[src/reload_timer_defs.vh]
// register map, field positions, reset values and counts of the reload timer
`ifndef RELOAD_TIMER_DEFS_VH
`define RELOAD_TIMER_DEFS_VH

// --------------------------------------------------------------
// register indices, byte address is four times the index
// --------------------------------------------------------------
`define IDX_DUTY3 7'h73
`define IDX_DUTY2 7'h74
`define IDX_DUTY1 7'h75
`define IDX_DUTY0 7'h76
`define IDX_OUTCTL 7'h77
`define IDX_CSR 7'h78
`define IDX_CNT 7'h79
`define IDX_RELOAD 7'h7A
`define IDX_CAPCSR 7'h7B
`define IDX_CAP1 7'h7C
`define IDX_CAP2 7'h7D

// --------------------------------------------------------------
// timer_control_status fields
// --------------------------------------------------------------
`define CSR_CLKSRC 7
`define CSR_DIV_HI 6
`define CSR_DIV_LO 4
`define CSR_ENABLE 3
`define CSR_FORCE 2
`define CSR_OVFIE 1
`define CSR_OVF 0

// --------------------------------------------------------------
// output_control_reg and capture_control_status fields
// --------------------------------------------------------------
`define OUT_OE_HI 7
`define OUT_OE_LO 4
`define OUT_POL_HI 3
`define OUT_POL_LO 0
`define CAP_EDGE_LO 4
`define CAP_IE_LO 2
`define CAP_FLAG_LO 0

// --------------------------------------------------------------
// reset values and counts
// --------------------------------------------------------------
`define RST_BYTE 8'h00
`define CNT_TOP 8'hFF
`define PRE_WIDTH 7

`endif

[src/capture_channel.v]
// one input capture channel with edge select, hold-until-read and flag
`include "reload_timer_defs.vh"

module capture_channel (
  input wire clk,
  input wire rst,
  input wire pinLevel,
  input wire edgeRising,
  input wire [7:0] counterValue,
  input wire clearByRead,
  output reg [7:0] captureValue_r,
  output reg captureFlag_r
);

  // --------------------------------------------------------------
  // edge detection
  // --------------------------------------------------------------
  reg pinPrev_r;
  wire riseSeen;
  wire fallSeen;
  wire edgeHit;
  wire mayLoad;

  // pin is synchronous already, so one stage of history suffices
  assign riseSeen = pinLevel & ~pinPrev_r;
  assign fallSeen = ~pinLevel & pinPrev_r;
  assign edgeHit = edgeRising ? riseSeen : fallSeen;
  // a read in the same cycle reopens the register, so the edge is not lost
  assign mayLoad = ~captureFlag_r | clearByRead;

  // --------------------------------------------------------------
  // latch and flag
  // --------------------------------------------------------------
  always @(posedge clk) begin
    if (rst) begin
      pinPrev_r <= 1'b0;
      captureValue_r <= `RST_BYTE;
      captureFlag_r <= 1'b0;
    end else begin
      pinPrev_r <= pinLevel;
      if (edgeHit && mayLoad) begin
        captureValue_r <= counterValue;
        captureFlag_r <= 1'b1;
      end else if (clearByRead) begin
        captureFlag_r <= 1'b0;
      end
    end
  end

endmodule // capture_channel

[src/pwm_auto_reload_timer.v]
// eight-bit auto-reload pwm timer with prescaler, capture and wishbone slave
//
// Design decisions made here: the register addresses and the Wishbone slave port.
`include "reload_timer_defs.vh"

module pwm_auto_reload_timer (
  input wire clk,
  input wire rst,
  input wire wbCyc,
  input wire wbStb,
  input wire wbWe,
  input wire [8:0] wbAdr,
  input wire [3:0] wbSel,
  input wire [31:0] wbDatW,
  output reg [31:0] wbDatR_r,
  output reg wbAck_r,
  input wire externalClock,
  input wire haltMode,
  input wire [1:0] captureInputPin,
  output reg [3:0] modulatedOutputPin_r,
  output reg [3:0] pinOutputEnable_r,
  output reg overflowIrq_r,
  output reg [1:0] captureIrq_r,
  output reg wakeUp_r
);

  // --------------------------------------------------------------
  // decode helpers
  // --------------------------------------------------------------
  // word index match on the byte address
  function regHit;
    input [8:0] adr;
    input [6:0] idx;
    begin
      regHit = (adr[8:2] == idx);
    end
  endfunction

  // high when the low n prescaler bits are all ones
  function tapHit;
    input [6:0] pre;
    input [2:0] n;
    reg [7:0] mask;
    begin
      mask = (8'h01 << n) - 8'h01;
      tapHit = ((pre & mask[6:0]) == mask[6:0]);
    end
  endfunction

  // --------------------------------------------------------------
  // software registers
  // --------------------------------------------------------------
  reg clockSourceSelect_r;
  reg [2:0] dividerSelect_r;
  reg countEnable_r;
  reg overflowIrqEnable_r;
  reg overflowFlag_r;
  reg [7:0] reloadValueReg_r;
  reg [7:0] dutySettingReg_r [0:3];
  reg [3:0] channelOutputEnable_r;
  reg [3:0] polaritySelect_r;
  reg [1:0] captureEdgeSelect_r;
  reg [1:0] captureIrqEnable_r;

  // --------------------------------------------------------------
  // timing state
  // --------------------------------------------------------------
  reg [`PRE_WIDTH-1:0] prescaler_r;
  reg [7:0] counter_r;
  reg [7:0] compareShadowReg_r [0:3];
  reg [3:0] activePhase_r;
  reg extPrev_r;

  wire [7:0] captureValue1;
  wire [7:0] captureValue2;
  wire [1:0] captureFlag;

  // --------------------------------------------------------------
  // bus access
  // --------------------------------------------------------------
  wire access;
  wire wrStrobe;
  wire rdStrobe;
  wire wrFrozen;
  wire wrCsr;
  wire wrCnt;
  wire wrReload;
  wire wrOutCtl;
  wire wrCapCsr;
  wire rdCsr;
  wire rdCap1;
  wire rdCap2;
  wire [7:0] wrByte;

  // one access per request; ack_r high blocks a repeat on the held request
  assign access = wbCyc & wbStb & ~wbAck_r;
  assign wrStrobe = access & wbWe & wbSel[0];
  assign rdStrobe = access & ~wbWe;
  assign wrByte = wbDatW[7:0];
  // while halted, on either clock, the control registers hold still
  assign wrFrozen = haltMode;
  assign wrCsr = wrStrobe & ~wrFrozen & regHit(wbAdr, `IDX_CSR);
  assign wrCnt = wrStrobe & ~wrFrozen & regHit(wbAdr, `IDX_CNT);
  assign wrReload = wrStrobe & ~wrFrozen & regHit(wbAdr, `IDX_RELOAD);
  assign wrOutCtl = wrStrobe & ~wrFrozen & regHit(wbAdr, `IDX_OUTCTL);
  assign wrCapCsr = wrStrobe & ~wrFrozen & regHit(wbAdr, `IDX_CAPCSR);
  assign rdCsr = rdStrobe & regHit(wbAdr, `IDX_CSR);
  assign rdCap1 = rdStrobe & regHit(wbAdr, `IDX_CAP1);
  assign rdCap2 = rdStrobe & regHit(wbAdr, `IDX_CAP2);

  // --------------------------------------------------------------
  // clock selection and prescaler taps
  // --------------------------------------------------------------
  wire extRise;
  wire inputTick;
  wire running;
  wire counterTick;
  wire overflow;
  wire forceLoad;
  wire restartPre;

  assign extRise = externalClock & ~extPrev_r;
  assign inputTick = clockSourceSelect_r ? extRise : 1'b1;
  // halted on the cpu clock nothing moves; on the external clock it counts
  assign running = countEnable_r & (~haltMode | clockSourceSelect_r);
  assign counterTick = running & inputTick & tapHit(prescaler_r, dividerSelect_r);
  assign overflow = counterTick & (counter_r == `CNT_TOP);
  assign forceLoad = wrCsr & wrByte[`CSR_FORCE];
  assign restartPre = forceLoad | wrCnt;

  // external clock history for edge detection
  always @(posedge clk) begin
    if (rst) begin
      extPrev_r <= 1'b0;
    end else begin
      extPrev_r <= externalClock;
    end
  end

  // prescaler advances on each selected input tick while running
  always @(posedge clk) begin
    if (rst) begin
      prescaler_r <= {`PRE_WIDTH{1'b0}};
    end else if (restartPre) begin
      prescaler_r <= {`PRE_WIDTH{1'b0}};
    end else if (running && inputTick) begin
      prescaler_r <= prescaler_r + 7'h01;
    end
  end

  // --------------------------------------------------------------
  // counter
  // --------------------------------------------------------------
  // software loads win over a tick in the same cycle
  always @(posedge clk) begin
    if (rst) begin
      counter_r <= `RST_BYTE;
    end else if (wrCnt) begin
      counter_r <= wrByte;
    end else if (forceLoad) begin
      counter_r <= reloadValueReg_r;
    end else if (overflow) begin
      counter_r <= reloadValueReg_r;
    end else if (counterTick) begin
      counter_r <= counter_r + 8'h01;
    end
  end

  // --------------------------------------------------------------
  // control and status registers
  // --------------------------------------------------------------
  always @(posedge clk) begin
    if (rst) begin
      clockSourceSelect_r <= 1'b0;
      dividerSelect_r <= 3'h0;
      countEnable_r <= 1'b0;
      overflowIrqEnable_r <= 1'b0;
      reloadValueReg_r <= `RST_BYTE;
      channelOutputEnable_r <= 4'h0;
      polaritySelect_r <= 4'h0;
      captureEdgeSelect_r <= 2'h0;
      captureIrqEnable_r <= 2'h0;
    end else begin
      if (wrCsr) begin
        clockSourceSelect_r <= wrByte[`CSR_CLKSRC];
        dividerSelect_r <= wrByte[`CSR_DIV_HI:`CSR_DIV_LO];
        countEnable_r <= wrByte[`CSR_ENABLE];
        overflowIrqEnable_r <= wrByte[`CSR_OVFIE];
      end
      if (wrReload) begin
        reloadValueReg_r <= wrByte;
      end
      if (wrOutCtl) begin
        channelOutputEnable_r <= wrByte[`OUT_OE_HI:`OUT_OE_LO];
        polaritySelect_r <= wrByte[`OUT_POL_HI:`OUT_POL_LO];
      end
      if (wrCapCsr) begin
        captureEdgeSelect_r <= wrByte[`CAP_EDGE_LO+1:`CAP_EDGE_LO];
        captureIrqEnable_r <= wrByte[`CAP_IE_LO+1:`CAP_IE_LO];
      end
    end
  end

  // overflow flag: an overflow in the clearing read cycle keeps it set
  always @(posedge clk) begin
    if (rst) begin
      overflowFlag_r <= 1'b0;
    end else if (overflow) begin
      overflowFlag_r <= 1'b1;
    end else if (rdCsr) begin
      overflowFlag_r <= 1'b0;
    end
  end

  // duty registers sit behind four consecutive indices, highest channel first
  integer i, j, k;
  always @(posedge clk) begin
    if (rst) begin
      for (i = 0; i < 4; i = i + 1) begin
        dutySettingReg_r[i] <= `RST_BYTE;
      end
    end else if (wrStrobe && !wrFrozen) begin
      for (i = 0; i < 4; i = i + 1) begin
        if (regHit(wbAdr, `IDX_DUTY0 - i[6:0])) begin
          dutySettingReg_r[i] <= wrByte;
        end
      end
    end
  end

  // --------------------------------------------------------------
  // compare shadows and pwm phase
  // --------------------------------------------------------------
  // shadows only move on overflow, so a duty change never cuts a period short
  always @(posedge clk) begin
    if (rst) begin
      for (j = 0; j < 4; j = j + 1) begin
        compareShadowReg_r[j] <= `RST_BYTE;
      end
    end else if (overflow) begin
      for (j = 0; j < 4; j = j + 1) begin
        compareShadowReg_r[j] <= dutySettingReg_r[j];
      end
    end
  end

  // phase is high from overflow until the counter steps past its compare;
  // a compare below the reload value therefore never ends the phase
  always @(posedge clk) begin
    if (rst) begin
      activePhase_r <= 4'h0;
    end else if (!haltMode) begin
      for (k = 0; k < 4; k = k + 1) begin
        if (overflow) begin
          activePhase_r[k] <= 1'b1;
        end else if (counterTick && counter_r == compareShadowReg_r[k]) begin
          activePhase_r[k] <= 1'b0;
        end
      end
    end
  end

  // --------------------------------------------------------------
  // pin drivers
  // --------------------------------------------------------------
  // polarity acts at once; pins keep their level while halted
  always @(posedge clk) begin
    if (rst) begin
      modulatedOutputPin_r <= 4'h0;
      pinOutputEnable_r <= 4'h0;
    end else begin
      pinOutputEnable_r <= channelOutputEnable_r;
      if (!haltMode) begin
        modulatedOutputPin_r <= (activePhase_r ^ polaritySelect_r)
                                & channelOutputEnable_r;
      end
    end
  end

  // --------------------------------------------------------------
  // capture channels
  // --------------------------------------------------------------
  capture_channel captureOne (
    .clk(clk),
    .rst(rst),
    .pinLevel(captureInputPin[0]),
    .edgeRising(captureEdgeSelect_r[0]),
    .counterValue(counter_r),
    .clearByRead(rdCap1),
    .captureValue_r(captureValue1),
    .captureFlag_r(captureFlag[0])
  );

  capture_channel captureTwo (
    .clk(clk),
    .rst(rst),
    .pinLevel(captureInputPin[1]),
    .edgeRising(captureEdgeSelect_r[1]),
    .counterValue(counter_r),
    .clearByRead(rdCap2),
    .captureValue_r(captureValue2),
    .captureFlag_r(captureFlag[1])
  );

  // --------------------------------------------------------------
  // interrupt requests and wake-up
  // --------------------------------------------------------------
  wire overflowPending;
  wire [1:0] capturePending;

  assign overflowPending = overflowFlag_r & overflowIrqEnable_r;
  assign capturePending = captureFlag & captureIrqEnable_r;

  // requests are levels that stay up until their flag is cleared
  always @(posedge clk) begin
    if (rst) begin
      overflowIrq_r <= 1'b0;
      captureIrq_r <= 2'h0;
      wakeUp_r <= 1'b0;
    end else begin
      overflowIrq_r <= overflowPending;
      captureIrq_r <= capturePending;
      wakeUp_r <= haltMode & (overflowPending | (|capturePending));
    end
  end

  // --------------------------------------------------------------
  // read mux and acknowledge
  // --------------------------------------------------------------
  reg [7:0] rdByte;

  // unmapped indices read as zero; force_reload always reads zero
  always @* begin
    rdByte = 8'h00;
    if (regHit(wbAdr, `IDX_CSR)) begin
      rdByte = {clockSourceSelect_r, dividerSelect_r, countEnable_r,
                1'b0, overflowIrqEnable_r, overflowFlag_r};
    end else if (regHit(wbAdr, `IDX_CNT)) begin
      rdByte = counter_r;
    end else if (regHit(wbAdr, `IDX_RELOAD)) begin
      rdByte = reloadValueReg_r;
    end else if (regHit(wbAdr, `IDX_OUTCTL)) begin
      rdByte = {channelOutputEnable_r, polaritySelect_r};
    end else if (regHit(wbAdr, `IDX_CAPCSR)) begin
      rdByte = {2'b00, captureEdgeSelect_r, captureIrqEnable_r, captureFlag};
    end else if (regHit(wbAdr, `IDX_CAP1)) begin
      rdByte = captureValue1;
    end else if (regHit(wbAdr, `IDX_CAP2)) begin
      rdByte = captureValue2;
    end else if (regHit(wbAdr, `IDX_DUTY0)) begin
      rdByte = dutySettingReg_r[0];
    end else if (regHit(wbAdr, `IDX_DUTY1)) begin
      rdByte = dutySettingReg_r[1];
    end else if (regHit(wbAdr, `IDX_DUTY2)) begin
      rdByte = dutySettingReg_r[2];
    end else if (regHit(wbAdr, `IDX_DUTY3)) begin
      rdByte = dutySettingReg_r[3];
    end
  end

  // every access, mapped or not, is answered one cycle after it is seen
  always @(posedge clk) begin
    if (rst) begin
      wbAck_r <= 1'b0;
      wbDatR_r <= 32'h0000_0000;
    end else begin
      wbAck_r <= access;
      if (rdStrobe) begin
        wbDatR_r <= {24'h00_0000, rdByte};
      end
    end
  end

endmodule // pwm_auto_reload_timer

[config.mk]
export PLATFORM = sky130hd
export DESIGN_NAME = pwm_auto_reload_timer
export DESIGN_NICKNAME = d
export VERILOG_FILES = /design/src/capture_channel.v /design/src/pwm_auto_reload_timer.v
export VERILOG_INCLUDE_DIRS = /design/src /design/src/src
export SDC_FILE = /design/constraint.sdc
export NUM_CORES = 1
export LEC_CHECK = 0
export ABC_CLOCK_PERIOD_IN_PS = 3800
export BUFFER_PORTS_ARGS = -buffer_cell sky130_fd_sc_hd__buf_4
export CAP_MARGIN = 0
export CORE_MARGIN = 1.5
export CORE_UTILIZATION = 35
export DETAILED_ROUTE_END_ITERATION = 10
export GPL_TIMING_DRIVEN = 0
export SYNTH_ARGS = -nofsm -noshare
export SYNTH_HDL_FRONTEND = slang
export SYNTH_SLANG_ARGS = --single-unit
[constraint.sdc]
create_clock -name clk -period 3.8 [get_ports clk]
set_input_delay 0.57 -clock clk [delete_from_list [all_inputs] [get_ports clk]]
set_output_delay 0.57 -clock clk [all_outputs]
set_load 0.05 [all_outputs]
After elaboration in Yosys (flattened, before gate mapping)
Memories as Yosys holds them, arrays and structs flattened. Index checks and enable logic that the tools add are counted. Widths: inputs -> output; s select.

Add/subtract/negate cells: 3. Multiply operators: 0. Divide/modulo/power cells: 0. Order comparisons: 0. Equal/unequal tests: 17. Shift operators: 1. Mux-type cells: 61. Bitwise gates (word level): 53. Reductions and logical operators: 23.

Operators with widths (number): $mux 8 (23); $eq 7x7->1 const B (11); $mux 1 (38); $eq 8x8->1 (4); $and 1x1->1 (26); $reduce_bool 2->1 (7); $or 1x1->1 (13); $not 1->1 (10); $add 8x1->8 const B (1); $eq 8x8->1 const B (1); $logic_and 1x1->1 (8); $reduce_and 2->1 (4); $add 7x1->7 const B (1); $and 7x7->7 (1); $eq 7x7->1 (1); $shl 1x3->7 const A (1); $sub 7x1->7 const B (1); $and 4x4->4 (1); $reduce_bool 4->1 (1); $reduce_or 2->1 (2); $xor 4x4->4 (1); $and 2x2->2 (1); $logic_not 1->1 (1).

Bits in registers: 88. Latch bits: 0. RAM bits: 64. ROM bits: 0. Bits of input ports: 54. Output and inout bits: 45. Word-level logic and storage cells: 190. Memories: 2.

Memories: compareShadowReg_r (depth 4, bits a word 8, rd ports 4, clocked after memory_dff 0, wr ports 4, line pwm_auto_reload_timer.v:70) `reg [7:0] compareShadowReg_r [0:3];`; dutySettingReg_r (depth 4, bits a word 8, rd ports 4, clocked after memory_dff 0, wr ports 4, line pwm_auto_reload_timer.v:59) `reg [7:0] dutySettingReg_r [0:3];`.

Depth between registers and ports, before layout
Depth in word-level cells: 12. Mapped depth: 12. Gate-level depth less buffers: 10.

Hierarchy
A second synthesis with hierarchy kept.

Cells, all modules: 808. Area, all modules: 7877.6 µm².

Modules (own cells, without submodules): pwm_auto_reload_timer (times used 1, cells each 724, area each 6984.2 µm², seq. area each 3283.1 µm²); capture_channel (times used 2, cells each 42, area each 446.7 µm², seq. area each 200.2 µm²).

Worst setup path after synthesis
No wires, ideal clock.

Kind: reg2reg. Start: register dividerSelect_r[0]. End: memory compareShadowReg_r[0][0], enable pin. Setup time: 389 ps. Arrival: 2694 ps. Required time: 3411 ps. Setup slack: 716 ps. Stages on the path, launching flop included: 10. Path buffers: 1. Period minus slack after synthesis: 3084 ps. Path through: dfxtp_1 buf_2 or3_1 ha_1 and2_1 o21ai_1 a21oi_1 nor3_2 nand2_1 nand2_1.

RTL lines: from (decl) (line pwm_auto_reload_timer.v:54) `reg [2:0] dividerSelect_r;`; from (signal assigned) (line pwm_auto_reload_timer.v:186) `` dividerSelect_r <= wrByte[`CSR_DIV_HI:`CSR_DIV_LO]; ``; to (decl) (line pwm_auto_reload_timer.v:70).

==> run_results.csv <==
group,metric,value,unit
logic_synthesis,synthesis.area,7720,um^2
detailed_routing,wl_per_cell,20.7,um
pwr,p_int,2.95,mW
logic_synthesis,synthCells,819,
logic_synthesis,yosysUniqueCellTypes,68,
logic_synthesis,synth_compound_area_share,14.9,%
logic_synthesis,synthDominantCellAreaShare,24.9,%
cells_and_area,layout.nets,962,
placed_design,dpl.hpwl,18000,um
timing,slew_headroom,17.0,%
worst_setup_path,cp.arrival,3.59,ns
worst_setup_path,startpoint_type,"flip-flop",
pwr,combPwrFrac,8.0,%
detailed_routing,vias,6478,
pwr,ir_worst_vdd,0.256,mV
logic_synthesis,yosysSeqAreaShare,47.7,%
cells_and_area,final_common_cell,"dfxtp_1",
logic_synthesis,async_flop_share,0,%
timing,post-route-period-util,92.9,%
timing,finalHoldViolations,0,
cts,cts_sinks,152,
timing,slew_viol_final,0,
floorplanning,core,21800,um^2
cts,cts.htree.levels,4,
detailed_routing,routed_via_density,5.41,
logic_synthesis,synthXorXnorAreaFrac,5.22,%
worst_setup_path,worstSetupPathType,"flip-flop to flip-flop",
timing,layout_min_cycle_time,3.53,ns
timing,finClkSkew,0.0137,ns
worst_setup_path,cp_max_fo,32,
cts,cts_made_buffers,17,
cts,cts.path.max_buffers,2,
global_route,grt_pass1_vias,6057,
floorplanning,dieArea,23000,um^2
timing,setup-tns-final,0,ns
logic_synthesis,synth_fa_ha_area_share,0.486,%
pwr,clkPwrFrac,46.6,%
detailed_routing,final_antenna_net_count,0,
flow_run,drv_cap,0,
cts,cts_tree,"done",
detailed_routing,drtIter0Drc,873,
cts,root_buffer,"clkbuf_16",
cells_and_area,final_util,41.9,%
logic_synthesis,synth_mux_area_share,5.10,%
cts,ctsHoldBuffers,0,
detailed_routing,routed_wl,24800,um
floorplanning,fp.dieW,152,um
worst_setup_path,end_kind,"flip-flop",
cts,path_clk_slew,0.06,ns
floorplanning,io_pins,99,
logic_synthesis,avgSynthCellArea,9.43,um^2
global_route,grt_use_total,22.2,%
worst_setup_path,cp.required,3.86,ns
cells_and_area,final_cell_mix,"dfxtp_1, a21oi_1, nand2_1",
logic_synthesis,synth-simple-area-share,20.6,%
hold_path,min_path_type,"input pin to flip-flop",
cells_and_area,syn2layout_area_growth,18.1,%
logic_synthesis,synth-edff-count,64,
timing,max_freq,0.283,GHz
global_route,grt_max_degree,33,
floorplanning,start_util,35.5,%
timing,whs,0.363,ns
placed_design,numPortBuffers,44,
placed_design,post-place-ws,-0.150,ns
timing,setup_ws,0.269,ns
timing,worstMarginPinSlew,1.23,ns
logic_synthesis,synth_top_family_by_area,"simple AND/OR/NAND/NOR gates",
pwr,power_density,423,nW/um^2
timing,setup_viol,0,
pwr,power_switching,0.909,mW
logic_synthesis,ys_seq_elements,152,
run_status,outcome,"complete, no violations",
logic_synthesis,netlist_top_cells_area,"edfxtp_1, dfxtp_1, and2_1, a21oi_1, xnor2_1",
pwr,p_leak,3.41,nW
detailed_routing,dr.pass1.iters,5,
global_route,grt_overflow,0,
logic_synthesis,ys.flop_type,"dfxtp_1",
cells_and_area,antenna_cells,0,
pwr,seqPwrFrac,45.4,%
global_route,antenna_found_initial,1,
pwr,power_switching_share,23.5,%
floorplanning,rows,54,
cts,clk_latency,0.44,ns
floorplanning,die_h,152,um
logic_synthesis,synth_warnings,0,
logic_synthesis,yosysTopAreaCell,"edfxtp_1",
cells_and_area,final_layout_size_suffix_gt1_share,14.2,%
detailed_routing,post-route-drc-count,0,
placed_design,place.gp.congestion,0.936,
timing,rsz0062_at_grt,"no",
global_route,grt_pass1_wl,36900,um
==> through the flow <==
stage	total power, mW	instance area, um^2	std cells
6_report	3.86	9120	1198
5_1_grt	3.96	9120	1198
4_1_cts	3.87	9120	1198
3_5_place_dp	2.09	8490	1166
3_3_place_gp	2.09	8490	1166
2_1_floorplan	1.98	7810	842
==> routing by layer <==
layer | track usage (%) | wire, um | up-vias
li1 | - | - | 3046
met1 | 30.8 | 10900 | 3108
met2 | 34.9 | 11400 | 290
met3 | 4.46 | 2070 | 34
met4 | 6.30 | 471 | 0
met5 | 0 | 0 | -
==> cell families (layout without fill, tap and decap cells) <==
group           count (synthesis)  after routing
compound gates                178            178
xor+xnor                       46             46
buf+inv                        88            164
fa+ha+maj                       3              3
simple gates                  313            313
flops                         152            152
other cells                     1             24
mux                            38             38
==> cell type report <==
class	count	area (um^2)
fill	2151	12600
sequential	152	3680
multi-input combinational	602	3670
clock buffer	27	551
buffer	78	415
tap	280	350
timing repair buffer	44	330
clock inverter	5	78.8
inverter	10	37.5
==> final timing paths <==
path | from | end | slack [ns] | cells after the start
max | dividerSelect_r[0] | compareShadowReg_r[2][0] | 0.27 | 9
min | externalClock | extPrev_r | 0.36 | 2
max reg2reg | dividerSelect_r[0] | compareShadowReg_r[2][0] | 0.27 | 9
min reg2reg | overflowIrqEnable_r | overflowIrqEnable_r | 0.48 | 2
==> cells in the mapped netlist (all sizes together), types with 5 or more instances <==
cell type and number:
nand2 71, or3 6, nand2b 7, buf 42
nor2 62, mux2 11, xor2 9, mux2i 27
and3 6, a211oi 9, and2 64, a22oi 6
a31oi 5, dfxtp 88, clkbuf 36, o31ai 6
o22ai 8, nor2b 12, o21ai 33, nand3 44
inv 9, nand4 13, xnor2 37, edfxtp 64
nor3 9, a21oi 71
==> critical path: stages (launching register included) <==
cell and delay, ns:
dfxtp_1 0.29, buf_2 0.18, or3_1 0.38, ha_1 0.26, and2_1 0.17, o21ai_1 0.12
a21oi_1 0.14, nor3_2 0.58, nand2_1 0.33, nand2_2 0.69
==> state kept, by name (all words and copies together), names as in the netlist, 3 cells and up <==
name                       flops
activePhase_r                  4
captureOne.captureValue_r      8
captureTwo.captureValue_r      8
channelOutputEnable_r          4
compareShadowReg_r            32
counter_r                      8
dividerSelect_r                3
dutySettingReg_r              32
modulatedOutputPin_r           4
pinOutputEnable_r              4
polaritySelect_r               4
prescaler_r                    7
reloadValueReg_r               8
wbDatR_r                       8
==> power groups by stage <==
stage | clock network, mW | registers, mW | logic [mW]
global placement | 0 | 1.79 | 0.303
CTS | 1.81 | 1.75 | 0.304
floorplan | 0 | 1.78 | 0.198
finish | 1.80 | 1.75 | 0.308
global route | 1.87 | 1.76 | 0.326
detailed placement | 0 | 1.79 | 0.302
==> what timing repair did <==
action / 4_1_cts / 5_1_grt
gates resized for setup: 1 / 0
setup endpoints to repair: 32 / 0
setup buffers: 0 / 0
Note: power is estimated with default switching activity, not from simulation.
